File: config.mk
export PLATFORM = sky130hd
export DESIGN_NAME = swc_host
export DESIGN_NICKNAME = d
export VERILOG_FILES = /design/src/logic/swc_pkg.sv /design/src/logic/swc_host.sv /design/src/logic/swc_skid.sv
export VERILOG_INCLUDE_DIRS = /design/src /design/src/logic
export SDC_FILE = /design/constraint.sdc
export NUM_CORES = 1
export LEC_CHECK = 0
export ABC_AREA = 1
export BUFFER_PORTS_ARGS = -buffer_cell sky130_fd_sc_hd__buf_4
export CAP_MARGIN = 5
export CORE_ASPECT_RATIO = 0.75
export CORE_UTILIZATION = 65
export CTS_BUF_LIST = sky130_fd_sc_hd__clkbuf_4 sky130_fd_sc_hd__clkbuf_8 sky130_fd_sc_hd__clkbuf_16
export CTS_CLUSTER_SIZE = 12
export DETAILED_ROUTE_END_ITERATION = 16
export PLACE_DENSITY = 0.94
export SYNTH_ARGS = -nofsm -noshare
export SYNTH_HDL_FRONTEND = slang
export SYNTH_SLANG_ARGS = --single-unit
File: constraint.sdc
create_clock -name clock -period 3.06 [get_ports clock]
set_clock_uncertainty 0.1 [all_clocks]
set_input_delay 0.306 -clock clock [delete_from_list [all_inputs] [get_ports clock]]
set_output_delay 0.306 -clock clock [all_outputs]
set_load 0.02 [all_outputs]
File: src/logic/swc_regs.svh
// Timing counts, command codes and bus constants for the single-wire host
`ifndef SWC_REGS_SVH
`define SWC_REGS_SVH
`define SWC_CLK_MHZ 50
`define SWC_RST_US 480
`define SWC_RST_CYC (`SWC_RST_US * `SWC_CLK_MHZ)
`define SWC_PRES_US 480
`define SWC_PRES_CYC (`SWC_PRES_US * `SWC_CLK_MHZ)
`define SWC_PRES_SAMPLE_US 70
`define SWC_PRES_SAMPLE_CYC (`SWC_PRES_SAMPLE_US * `SWC_CLK_MHZ)
`define SWC_SLOT_US 70
`define SWC_SLOT_CYC (`SWC_SLOT_US * `SWC_CLK_MHZ)
`define SWC_REC_US 2
`define SWC_REC_CYC (`SWC_REC_US * `SWC_CLK_MHZ)
`define SWC_W1_LOW_US 6
`define SWC_W1_LOW_CYC (`SWC_W1_LOW_US * `SWC_CLK_MHZ)
`define SWC_RD_LOW_US 2
`define SWC_RD_LOW_CYC (`SWC_RD_LOW_US * `SWC_CLK_MHZ)
`define SWC_RD_SAMPLE_US 12
`define SWC_RD_SAMPLE_CYC (`SWC_RD_SAMPLE_US * `SWC_CLK_MHZ)
`define SWC_ROM_SEARCH 8'hf0
`define SWC_ROM_READ 8'h33
`define SWC_ROM_MATCH 8'h55
`define SWC_ROM_SKIP 8'hcc
`define SWC_FN_WRITE 8'hcc
`define SWC_FN_READ 8'h33
`endif

File: src/logic/swc_pkg.sv
// Types shared by the single-wire host controller
package swc_pkg;
   typedef enum logic [2:0] {
      SWC_OP_RESET,
      SWC_OP_WRITE_BYTE,
      SWC_OP_READ_BYTE,
      SWC_OP_WRITE_BIT,
      SWC_OP_READ_BIT
   } swc_op_t;

   typedef struct packed {
      swc_op_t op;
      logic [7:0] data;
   } swc_cmd_t;

   typedef struct packed {
      logic [7:0] data;
      logic presence;
   } swc_rsp_t;
endpackage

File: src/logic/swc_host.sv
// Single-wire bus host: reset/presence, bit slots and byte transfers
`timescale 1ns/1ps
`include "swc_regs.svh"
module swc_host
(
   // Clock and reset
   input wire logic clock,
   input wire logic rst_n,
   // Command port
   input wire logic cmd_valid,
   output logic cmd_ready,
   input wire swc_pkg::swc_cmd_t cmd,
   // Answer port
   output logic rsp_valid,
   input wire logic rsp_ready,
   output swc_pkg::swc_rsp_t rsp,
   // Bus pin
   input wire logic dq_in,
   output logic dq_out,
   output logic dq_oe,
   // Status
   output logic busy
);
   import swc_pkg::*;

   typedef enum logic [2:0] {
      SWC_IDLE,
      SWC_RST_LOW,
      SWC_RST_WAIT,
      SWC_SLOT,
      SWC_RECOVER,
      SWC_PUSH
   } swc_state_t;

   swc_state_t state;
   swc_op_t op;
   logic [7:0] shift;
   logic [2:0] bit_idx;
   logic [15:0] timer;
   logic [15:0] low_len;
   logic sampled;
   logic presence;
   logic last_bit;
   logic buf_in_ready;
   logic buf_out_ready;
   logic [8:0] buf_data;
   logic rsp_valid_w;
   swc_rsp_t rsp_w;

   function automatic logic [15:0] swc_low_cycles(input swc_op_t o, input logic b);
      logic [15:0] n;
      n = 16'(`SWC_RD_LOW_CYC);
      if (o == SWC_OP_WRITE_BYTE || o == SWC_OP_WRITE_BIT)
      begin
         n = b ? 16'(`SWC_W1_LOW_CYC) : 16'(`SWC_SLOT_CYC);
      end
      return n;
   endfunction

   assign low_len = swc_low_cycles(op, shift[0]);
   // A byte operation is an eight-slot transfer; the single-bit operations end after one slot
   assign last_bit = (op == SWC_OP_WRITE_BIT || op == SWC_OP_READ_BIT)
      || (bit_idx == 3'd7);
   assign buf_data = {(op == SWC_OP_READ_BIT) ? {7'd0, shift[7]} : shift, presence};
   // Output stage takes a word only when empty or being drained, so none is lost
   assign buf_out_ready = !rsp_valid || rsp_ready;

   // Answer buffer; its ready holds the engine in PUSH
   swc_skid #(.WIDTH(9)) u_buf (
      .clock(clock),
      .rst_n(rst_n),
      .in_valid(state == SWC_PUSH),
      .in_ready(buf_in_ready),
      .in_data(buf_data),
      .out_valid(rsp_valid_w),
      .out_ready(buf_out_ready),
      .out_data(rsp_w)
   );

   always_ff @(posedge clock or negedge rst_n)
   begin
      if (!rst_n)
      begin
         state <= SWC_IDLE;
         op <= SWC_OP_RESET;
         shift <= 8'h00;
         bit_idx <= 3'd0;
         timer <= 16'h0000;
         presence <= 1'b0;
         sampled <= 1'b0;
      end
      else
      begin
         case (state)
            SWC_IDLE:
            begin
               timer <= 16'h0000;
               if (cmd_valid)
               begin
                  op <= cmd.op;
                  shift <= cmd.data;
                  bit_idx <= 3'd0;
                  presence <= 1'b0;
                  state <= (cmd.op == SWC_OP_RESET) ? SWC_RST_LOW : SWC_SLOT;
               end
            end
            SWC_RST_LOW:
            begin
               timer <= timer + 16'd1;
               if (timer == 16'(`SWC_RST_CYC - 1))
               begin
                  timer <= 16'h0000;
                  state <= SWC_RST_WAIT;
               end
            end
            SWC_RST_WAIT:
            begin
               timer <= timer + 16'd1;
               if (timer == 16'(`SWC_PRES_SAMPLE_CYC))
               begin
                  presence <= ~dq_in;
               end
               if (timer == 16'(`SWC_PRES_CYC - 1))
               begin
                  state <= SWC_PUSH;
               end
            end
            SWC_SLOT:
            begin
               timer <= timer + 16'd1;
               if (timer == 16'(`SWC_RD_SAMPLE_CYC))
               begin
                  sampled <= dq_in;
               end
               if (timer == 16'(`SWC_SLOT_CYC - 1))
               begin
                  timer <= 16'h0000;
                  state <= SWC_RECOVER;
               end
            end
            SWC_RECOVER:
            begin
               timer <= timer + 16'd1;
               if (timer == 16'(`SWC_REC_CYC - 1))
               begin
                  timer <= 16'h0000;
                  shift <= {sampled, shift[7:1]};
                  bit_idx <= bit_idx + 3'd1;
                  state <= last_bit ? SWC_PUSH : SWC_SLOT;
               end
            end
            SWC_PUSH:
            begin
               if (buf_in_ready)
               begin
                  state <= SWC_IDLE;
               end
            end
            default: state <= SWC_IDLE;
         endcase
      end
   end

   // Open-drain pin: only ever pulls low
   always_ff @(posedge clock or negedge rst_n)
   begin
      if (!rst_n)
      begin
         dq_oe <= 1'b0;
         dq_out <= 1'b0;
      end
      else
      begin
         dq_out <= 1'b0;
         if (state == SWC_IDLE && cmd_valid && cmd.op == SWC_OP_RESET)
         begin
            dq_oe <= 1'b1;
         end
         else if (state == SWC_IDLE && cmd_valid)
         begin
            dq_oe <= 1'b1;
         end
         else if (state == SWC_RST_LOW)
         begin
            dq_oe <= (timer != 16'(`SWC_RST_CYC - 1));
         end
         else if (state == SWC_RECOVER && timer == 16'(`SWC_REC_CYC - 1) && !last_bit)
         begin
            dq_oe <= 1'b1;
         end
         else if (state == SWC_SLOT)
         begin
            dq_oe <= (timer < low_len - 16'd1) && (timer != 16'(`SWC_SLOT_CYC - 1));
         end
         else
         begin
            dq_oe <= 1'b0;
         end
      end
   end

   always_ff @(posedge clock or negedge rst_n)
   begin
      if (!rst_n)
      begin
         cmd_ready <= 1'b0;
         rsp_valid <= 1'b0;
         rsp <= '0;
         busy <= 1'b0;
      end
      else
      begin
         cmd_ready <= (state == SWC_IDLE) && !cmd_valid;
         if (buf_out_ready)
         begin
            rsp_valid <= rsp_valid_w;
            rsp <= rsp_w;
         end
         busy <= (state != SWC_IDLE);
      end
   end

   a_rst_low_long: assert property (@(posedge clock) disable iff (!rst_n)
      $rose(state == SWC_RST_LOW) |-> dq_oe [*8]) else $error("reset pulse too short");
   a_slot_recover: assert property (@(posedge clock) disable iff (!rst_n)
      (state == SWC_RECOVER) |-> !dq_oe) else $error("bus driven in recovery");
   a_pin_low_only: assert property (@(posedge clock) disable iff (!rst_n)
      !dq_out) else $error("bus driven high");
   a_read_release: assert property (@(posedge clock) disable iff (!rst_n)
      (state == SWC_SLOT && (op == SWC_OP_READ_BYTE || op == SWC_OP_READ_BIT)
       && timer == 16'(`SWC_RD_SAMPLE_CYC))
      |-> !dq_oe) else $error("bus held at read sample");
   a_write_one: assert property (@(posedge clock) disable iff (!rst_n)
      (state == SWC_SLOT && op == SWC_OP_WRITE_BYTE && shift[0]
       && timer == 16'(`SWC_W1_LOW_CYC + 1)) |-> !dq_oe) else $error("write one late");
   a_write_zero: assert property (@(posedge clock) disable iff (!rst_n)
      (state == SWC_SLOT && op == SWC_OP_WRITE_BYTE && !shift[0]
       && timer == 16'(`SWC_SLOT_CYC - 2)) |-> dq_oe) else $error("write zero short");
endmodule

File: src/logic/swc_skid.sv
// Two-entry buffer for answers so a stalled consumer loses nothing
`timescale 1ns/1ps
module swc_skid
#(
   parameter int WIDTH = 9
)
(
   // Clock and reset
   input wire logic clock,
   input wire logic rst_n,
   // Fill side
   input wire logic in_valid,
   output logic in_ready,
   input wire logic [WIDTH-1:0] in_data,
   // Drain side
   output logic out_valid,
   input wire logic out_ready,
   output logic [WIDTH-1:0] out_data
);
   logic [WIDTH-1:0] mem [0:1];
   logic wr_ptr;
   logic rd_ptr;
   logic [1:0] count;

   assign in_ready = (count != 2'd2);
   assign out_valid = (count != 2'd0);
   assign out_data = mem[rd_ptr];

   always_ff @(posedge clock)
   begin
      if (in_valid && in_ready)
      begin
         mem[wr_ptr] <= in_data;
      end
   end

   always_ff @(posedge clock or negedge rst_n)
   begin
      if (!rst_n)
      begin
         wr_ptr <= 1'b0;
         rd_ptr <= 1'b0;
         count <= 2'd0;
      end
      else
      begin
         if (in_valid && in_ready)
         begin
            wr_ptr <= ~wr_ptr;
         end
         if (out_valid && out_ready)
         begin
            rd_ptr <= ~rd_ptr;
         end
         case ({in_valid && in_ready, out_valid && out_ready})
            2'b10: count <= count + 2'd1;
            2'b01: count <= count - 2'd1;
            default: count <= count;
         endcase
      end
   end

   a_skid_no_over: assert property (@(posedge clock) disable iff (!rst_n)
      count <= 2'd2) else $error("buffer count overflow");
endmodule

==> results by group, run 1 <==
Worst setup path
  – Type of origin of the critical path: register
  – WP data required: 3250 ps
  – Setup crit end kind: register
  – CP cell instances: inv_1 -> nor2_1 -> inv_1 -> or2_2 -> ha_1 -> a21oi_1 -> nand3b_1 -> nor2_1 -> nand2_1 -> nand3_1
  – CP peak stage delay: 380 ps
  – Critical Path AT: 2420 ps
  – CP max stage cell: dfrtp_1
  – Worst setup path class: reg -> reg
  – CP max FO: 4

Timing
  – Setup TNS: 0 ps
  – Max-slew headroom at the worst pin: 0.4493
  – Final worst-path cycle share: 0.7285
  – Setup Viol. Count Final: 0
  – Unrepaired setup endpoints after global routing: false
  – Final hold vios: 0
  – FMAX: 0.4486 GHz
  – Worst-Margin Slew: 823.0 ps
  – Final Slew Violations: 0
  – Fin crit period: 2229 ps

Clock network
  – Clk sinks: 70
  – Resize count post-CTS: 0
  – CTS Buf Count: 9
  – Root Driver: clkbuf_8
  – Skew-Pair Late Insertion Delay: 360 ps
  – Post-CTS Setup Bufs: 0
  – CTS max path bufs: 2
  – Post-CTS Hold Buffers: 1
  – H-tree depth: 3
  – Clock-pin slew on the worst setup and hold paths: 80 ps
  – CTS tree: done

Layout
  – Ant diodes: 0
  – Net count, final: 520
  – Sequential cell area: 1842 um^2
  – Area grow syn2layout: 11.40%
  – Share of cells above drive strength 1: 0.1920
  – Highest-count cells in the layout ignoring fill and taps: 110 x nand2_1, 52 x inv_1, 52 x dfrtp_1
  – Multi-input logic area: 1700 um^2
  – Commonest non-fill, non-tap cell in the layout: nand2_1
  – Layout fillers: 390

Power and ir drop
  – Pwr Density: 889.7 nW/um^2
  – Leak: 1.941 nW
  – Int Pwr: 2.193 mW
  – Gate power share: 0.417
  – Pwr Total: 3.829 mW
  – Switching Share: 0.4272
  – Max IR drop VDD: 0.7157 mV
  – Reg power frac: 0.384
  – Clock network power share: 0.199
  – NetSw: 1.636 mW

Yosys
  – Post-synth top area share: 0.3368
  – Main synth FF type: dfrtp_1
  – Yosys reg bits: 70
  – Syn. warnings: 0
  – Yosys top cell by area: dfrtp_1
  – Syn Area/Cell: 8.256 um^2
  – Syn nets: 493
  – Top cells by area, synth: dfrtp_1 34%, edfxtp_1 14%, nand2_1 11%, o21ai_0 5.2%, inv_1 5.1%
  – Post-Syn Area: 3864 um^2
  – FFs w/ async S/R, synth: 0.7429
  – Synth cell types: 36
  – Post-synthesis cell count: 468
  – EDFF count, synth: 18
  – Seq/Total Area, Yosys: 0.4767

Global routing
  – Vias in the first global route: 2988
  – Total gr overflow: 0
  – Total global-route track usage: 0.3156
  – Largest net degree at the start of global routing: 53
  – First-pass GRT wire length: 14590 um
  – Initial antenna violation count: 0

Detailed routing
  – Post-route ant nets: 0
  – 1st-iter DRT viols: 370
  – Drt total wl: 8973 um
  – Drc violations: 0
  – Wire per inst: 15.61 um
  – DRT Pass-1 Iters: 5
  – Via count: 3275
  – Vias per std cell: 5.696

Placed design
  – Final HPWL DP: 6376 um
  – RePlAce Congestion: 0.9688
  – Port Buffers: 28

Floorplan
  – Die Width: 91.03 um
  – Starting Density: 0.6993
  – Die ar.: 6260 um^2
  – Core region area: 5525 um^2
  – Die H: 68.77 um
  – # rows: 23
  – Boundary Pins: 30

Flow run
  – MaxCap Viol Count: 0

Status
  – Status: finished clean

Worst hold path
  – Hold Crit Class: in -> reg
[flip-flops by register name (all words and copies together) (netlist names), 2 cells and up]
register / flops
rsp: 9
bit_idx: 3
shift: 8
state: 3
timer: 16
op: 3
u_buf.mem: 18
u_buf.count: 2
[synth_stat cells (all sizes together) (9+ instances only)]
library cell  number
o21ai             51
a21oi             20
nand4             11
nor3               9
nand3             28
nor2              54
dfrtp             52
inv               61
edfxtp            18
buf               11
ha                 9
nand2            120
[power groups by stage]
| stage | Clock [mW] | Sequential (mW) | Combinational, mW |
|---|---|---|---|
| after detailed placement | 0 | 1.48 | 1.55 |
| after floorplan | 0 | 1.51 | 1.12 |
| after global routing | 0.803 | 1.50 | 1.75 |
| after global placement | 0 | 1.46 | 1.49 |
| final | 0.764 | 1.47 | 1.60 |
| after CTS | 0.770 | 1.46 | 1.58 |
[per-stage QoR]
step / cell area (um^2) / util / hold WS, ps / instances / setup slack, ps
after floorplan: 3864 / - / -89.59 / 468 / 1194
after global placement: 4090 / 0.7403 / 272.9 / 558 / 1029
after detailed placement: 4090 / 0.7403 / 280.8 / 558 / 914.1
after CTS: 4304 / 0.7790 / 66.62 / 575 / 855.1
after global routing: 4304 / 0.7790 / 101.8 / 575 / 725.7
final: 4304 / 0.7790 / 74.30 / 575 / 830.9
[worst paths after layout]
check / depth (start not counted) / slack [ps] / from / endpoint
setup / recovery: 10 / 830 / op[0] / dq_oe
hold / removal: 3 / 70 / cmd[8] / op[0]
setup reg to reg: 10 / 830 / op[0] / dq_oe
hold reg to reg: 2 / 390 / bit_idx[2] / bit_idx[2]
max in group asynchronous: 2 / 2000 / rst_n / timer[15]
min in group asynchronous: 2 / 410 / rst_n / timer[10]
[routing by layer]
metal,part of all wire,vias up,track usage
li1,-,1576,-
met1,0.44,1469,0.4347
met2,0.42,205,0.4640
met3,0.12,25,0.1064
met4,0.023,0,0.1290
met5,0,-,0
[worst max-delay path, delay by kind of cell (launching register included)]
kind / cells / cell delay, ps
buf+inv: 2 / 160
simple gates: 6 / 990
fa+ha+maj: 1 / 310
compound gates: 1 / 230
flops: 1 / 380
[logic make-up after synthesis]
| group | count (synthesis) | share of synthesized area |
|---|---|---|
| simple gates | 226 | 0.2678 |
| mux | 1 | 0.002591 |
| other cells | 1 | 0.0009706 |
| xor+xnor | 9 | 0.02040 |
| compound gates | 76 | 0.1192 |
| flops | 70 | 0.4767 |
| buf+inv | 76 | 0.08322 |
| fa+ha+maj | 9 | 0.02915 |
[area by class of cell]
class,instances,area share
Clock buffer,11,0.03372
Clock inverter,5,0.01366
Inverter,61,0.05320
Multi-Input combinational cell,322,0.3951
Sequential cell,70,0.4279
Tap cell,75,0.02180
Timing Repair Buffer,31,0.05465
Power figures use the tool's default switching activity.
==> run 2: changes to the inputs <==
- ABC_AREA: 1 -> 0
- CORE_UTILIZATION: 65 -> 54
- PLACE_DENSITY: 0.94 -> 0.85
- clock period: 3.06 -> 1.89 ns (I/O delays scaled with it)
==> run 2 against run 1 <==
Compared with the run above: the flow now finishes with violations (setup timing); combinational power is 91% lower; global-route usage fell by 4.2 points; worst setup slack worse by 970 ps; first-iteration DRC count fell by 36%; highest routed layer unchanged.
==> results by group, run 2 <==
Clock network
  – CTS Buf Count: 9
  – Clock-pin slew on the worst setup and hold paths: 80 ps
  – H-tree depth: 3
  – Skew-Pair Late Insertion Delay: 360 ps
  – CTS max path bufs: 2
  – Clk sinks: 70
  – Root Driver: clkbuf_8
  – CTS tree: done

Worst setup path
  – Critical Path AT: 2210 ps
  – CP cell instances: ha_4 -> or2_4 -> maj3_2 -> o211a_1 -> o31ai_1 -> nand3_1 -> o2111ai_1
  – CP bufs+invs: 0
  – Worst setup path class: reg -> reg
  – CP max FO: 4
  – R2R setup slack: -140 ps
  – Setup crit end kind: register
  – Critical path's top delay family: compound AO/OA/AOI/OAI gates
  – Type of origin of the critical path: register
  – WP data required: 2070 ps
  – CP max stage cell: dfrtp_1
  – CP peak stage delay: 420 ps

Layout
  – Biggest regs: u_buf.mem: 18 flops, timer: 16 flops, rsp: 9 flops
  – Share of cells above drive strength 1: 0.4060
  – Net count, final: 451
  – Layout fillers: 397
  – Ant diodes: 0
  – Final Cell Area: 4856 um^2
  – Largest register FFs: 18
  – Final Non-Filler Cells: 512
  – Top reg by flops: u_buf.mem
  – Commonest non-fill, non-tap cell in the layout: buf_4
  – Area grow syn2layout: 35.04%
  – Highest-count cells in the layout ignoring fill and taps: 76 x buf_4, 48 x dfrtp_1, 26 x nand2_1
  – Final core occ: 0.7610

Floorplan
  – Die ar.: 6993 um^2
  – Boundary Pins: 30
  – Die Width: 96.23 um
  – Core region area: 6381 um^2
  – Die H: 72.67 um
  – # rows: 25
  – Starting Density: 0.5635

Yosys
  – FFs w/ async S/R, synth: 0.7429
  – Syn. warnings: 0
  – Post-Syn Area: 3596 um^2
  – Syn Area/Cell: 10.61 um^2
  – List of most frequent post-synthesis cells: 52 x dfrtp_1, 41 x nor2_1, 28 x nand2_1
  – Top cells by area, synth: dfrtp_1 36%, edfxtp_1 15%, mux2i_1 5.3%, nor2_1 4.3%, ha_1 3.1%
  – Post-synthesis cell count: 339
  – EDFF count, synth: 18
  – Main synth FF type: dfrtp_1
  – Seq/Total Area, Yosys: 0.5122
  – Syn nets: 364
  – Yosys top cell by area: dfrtp_1
  – Yosys reg bits: 70
  – Post-synth top area share: 0.3619
  – Synth cell types: 61
  – Top-count cell post-synth: dfrtp_1

Timing
  – Max-slew headroom at the worst pin: 0.5576
  – FMAX: 0.4926 GHz
  – Setup TNS: -1407 ps
  – Unrepaired setup endpoints after global routing: true
  – Setup Viol. Count Final: 30
  – Final hold vios: 0
  – Worst-Margin Slew: 663.7 ps
  – Final Slew Violations: 0
  – Fin crit period: 2030 ps
  – Setup ws final: -140.1 ps
  – Final worst-path cycle share: 1.074

Detailed routing
  – Drt total wl: 9343 um
  – Wire per inst: 18.25 um
  – Drc violations: 0
  – Vias per std cell: 5.855
  – 1st-iter DRT viols: 236
  – Post-route ant nets: 0
  – Via count: 2998
  – DRT Pass-1 Iters: 5

Global routing
  – Total global-route track usage: 0.2734
  – Met1 track demand over resource: 0.3700
  – Vias in the first global route: 2845
  – Total gr overflow: 0
  – GR Layer Usage met2: 0.4074
  – GRT busiest layer: met2
  – Initial antenna violation count: 0
  – Met3 GRT Util: 0.08750
  – First-pass GRT wire length: 13870 um
  – Largest net degree at the start of global routing: 53

Status
  – Status: complete, but fails checks
  – Failing checks: setup timing

Placed design
  – Final HPWL DP: 5996 um
  – Port Buffers: 28
  – RePlAce Congestion: 1.008
  – Worst slack, placed: -131.1 ps
  – Area post-placement: 4194 um^2
  – Inst Count DP: 482

Flow run
  – MaxCap Viol Count: 0

Power and ir drop
  – Gate power share: 0.047
  – NetSw: 711.5 uW
  – Pwr Density: 613.1 nW/um^2
  – Max IR drop VDD: 0.4448 mV
  – Int Pwr: 2.265 mW
  – Switching Share: 0.2390
  – Clock network power share: 0.420
  – Leak: 2.200 nW
  – Reg power frac: 0.533

Worst hold path
  – Hold Crit Class: in -> reg
-- run 2: timing repair --
item	CTS	global route
buffers inserted	5	0
endpoints found under the setup margin	31	32
hold buffers	6	0
gates cloned	3	0
gates resized for setup	27	60
pin swaps	20	15
hold endpoints to repair	58	0
-- run 2: routing by layer --
metal / part of all wire / vias up
met5: 0 / -
met4: 0.040 / 0
met3: 0.077 / 37
met2: 0.47 / 141
met1: 0.41 / 1455
li1: - / 1365
-- run 2: power by group through the flow --
stage | clock network (mW) | logic, mW | registers [mW]
6_report | 1.25 | 0.139 | 1.59
5_1_grt | 1.34 | 0.154 | 1.59
4_1_cts | 1.28 | 0.130 | 1.58
3_5_place_dp | 0 | 0.118 | 1.61
3_3_place_gp | 0 | 0.111 | 1.61
2_1_floorplan | 0 | 0.0487 | 1.61
-- run 2: per-stage QoR --
stage	hold WS, ps	power [mW]
detailed placement	172.2	1.732
finish	43.13	2.977
CTS	18.25	2.991
global route	35.82	3.082
floorplan	-206.6	1.658
global placement	157.6	1.723
-- run 2: path summary, 6_finish.rpt --
path | start | endpoint | cells after the start
min in group asynchronous | rst_n | u_buf.rd_ptr | 2
worst max-delay path | timer[1] | dq_oe | 7
worst max register to register | timer[1] | dq_oe | 7
max in group asynchronous | rst_n | timer[2] | 2
worst min-delay path | cmd[1] | shift[1] | 3
worst min register to register | rsp[2] | rsp[2] | 2
-- run 2: worst reg2reg max path: cells and delay by family, from the launching register on --
kind                     cells  cell delay (ps)
AO/OA/AOI/OAI                3              590
adder cells (fa/ha/maj)      2              490
flip-flops                   1              420
AND/OR/NAND/NOR              2              360
-- run 2: final cells by class --
cell class,instances,area [um^2],area share
Multi-Input combinational cell,244,1929,0.3973
Clock buffer,9,123.9,0.02551
Clock inverter,7,81.33,0.01675
Timing Repair Buffer,91,735.7,0.1515
Tap cell,81,101.3,0.02087
Sequential cell,70,1847,0.3803
Inverter,10,37.54,0.007730
-- run 2: cell families (layout without fill, tap and decap cells) --
kind of cell	after synthesis	in the layout	synth area share
AOI/OAI and AO/OA	48	48	0.08595
adders and majority gates	10	10	0.03410
xor gates and xnor gates	16	16	0.03897
other	1	1	0.001043
muxes	25	25	0.07272
buffers and inverters	25	117	0.03410
DFF	70	70	0.5122
and+or+nand+nor	144	144	0.2210
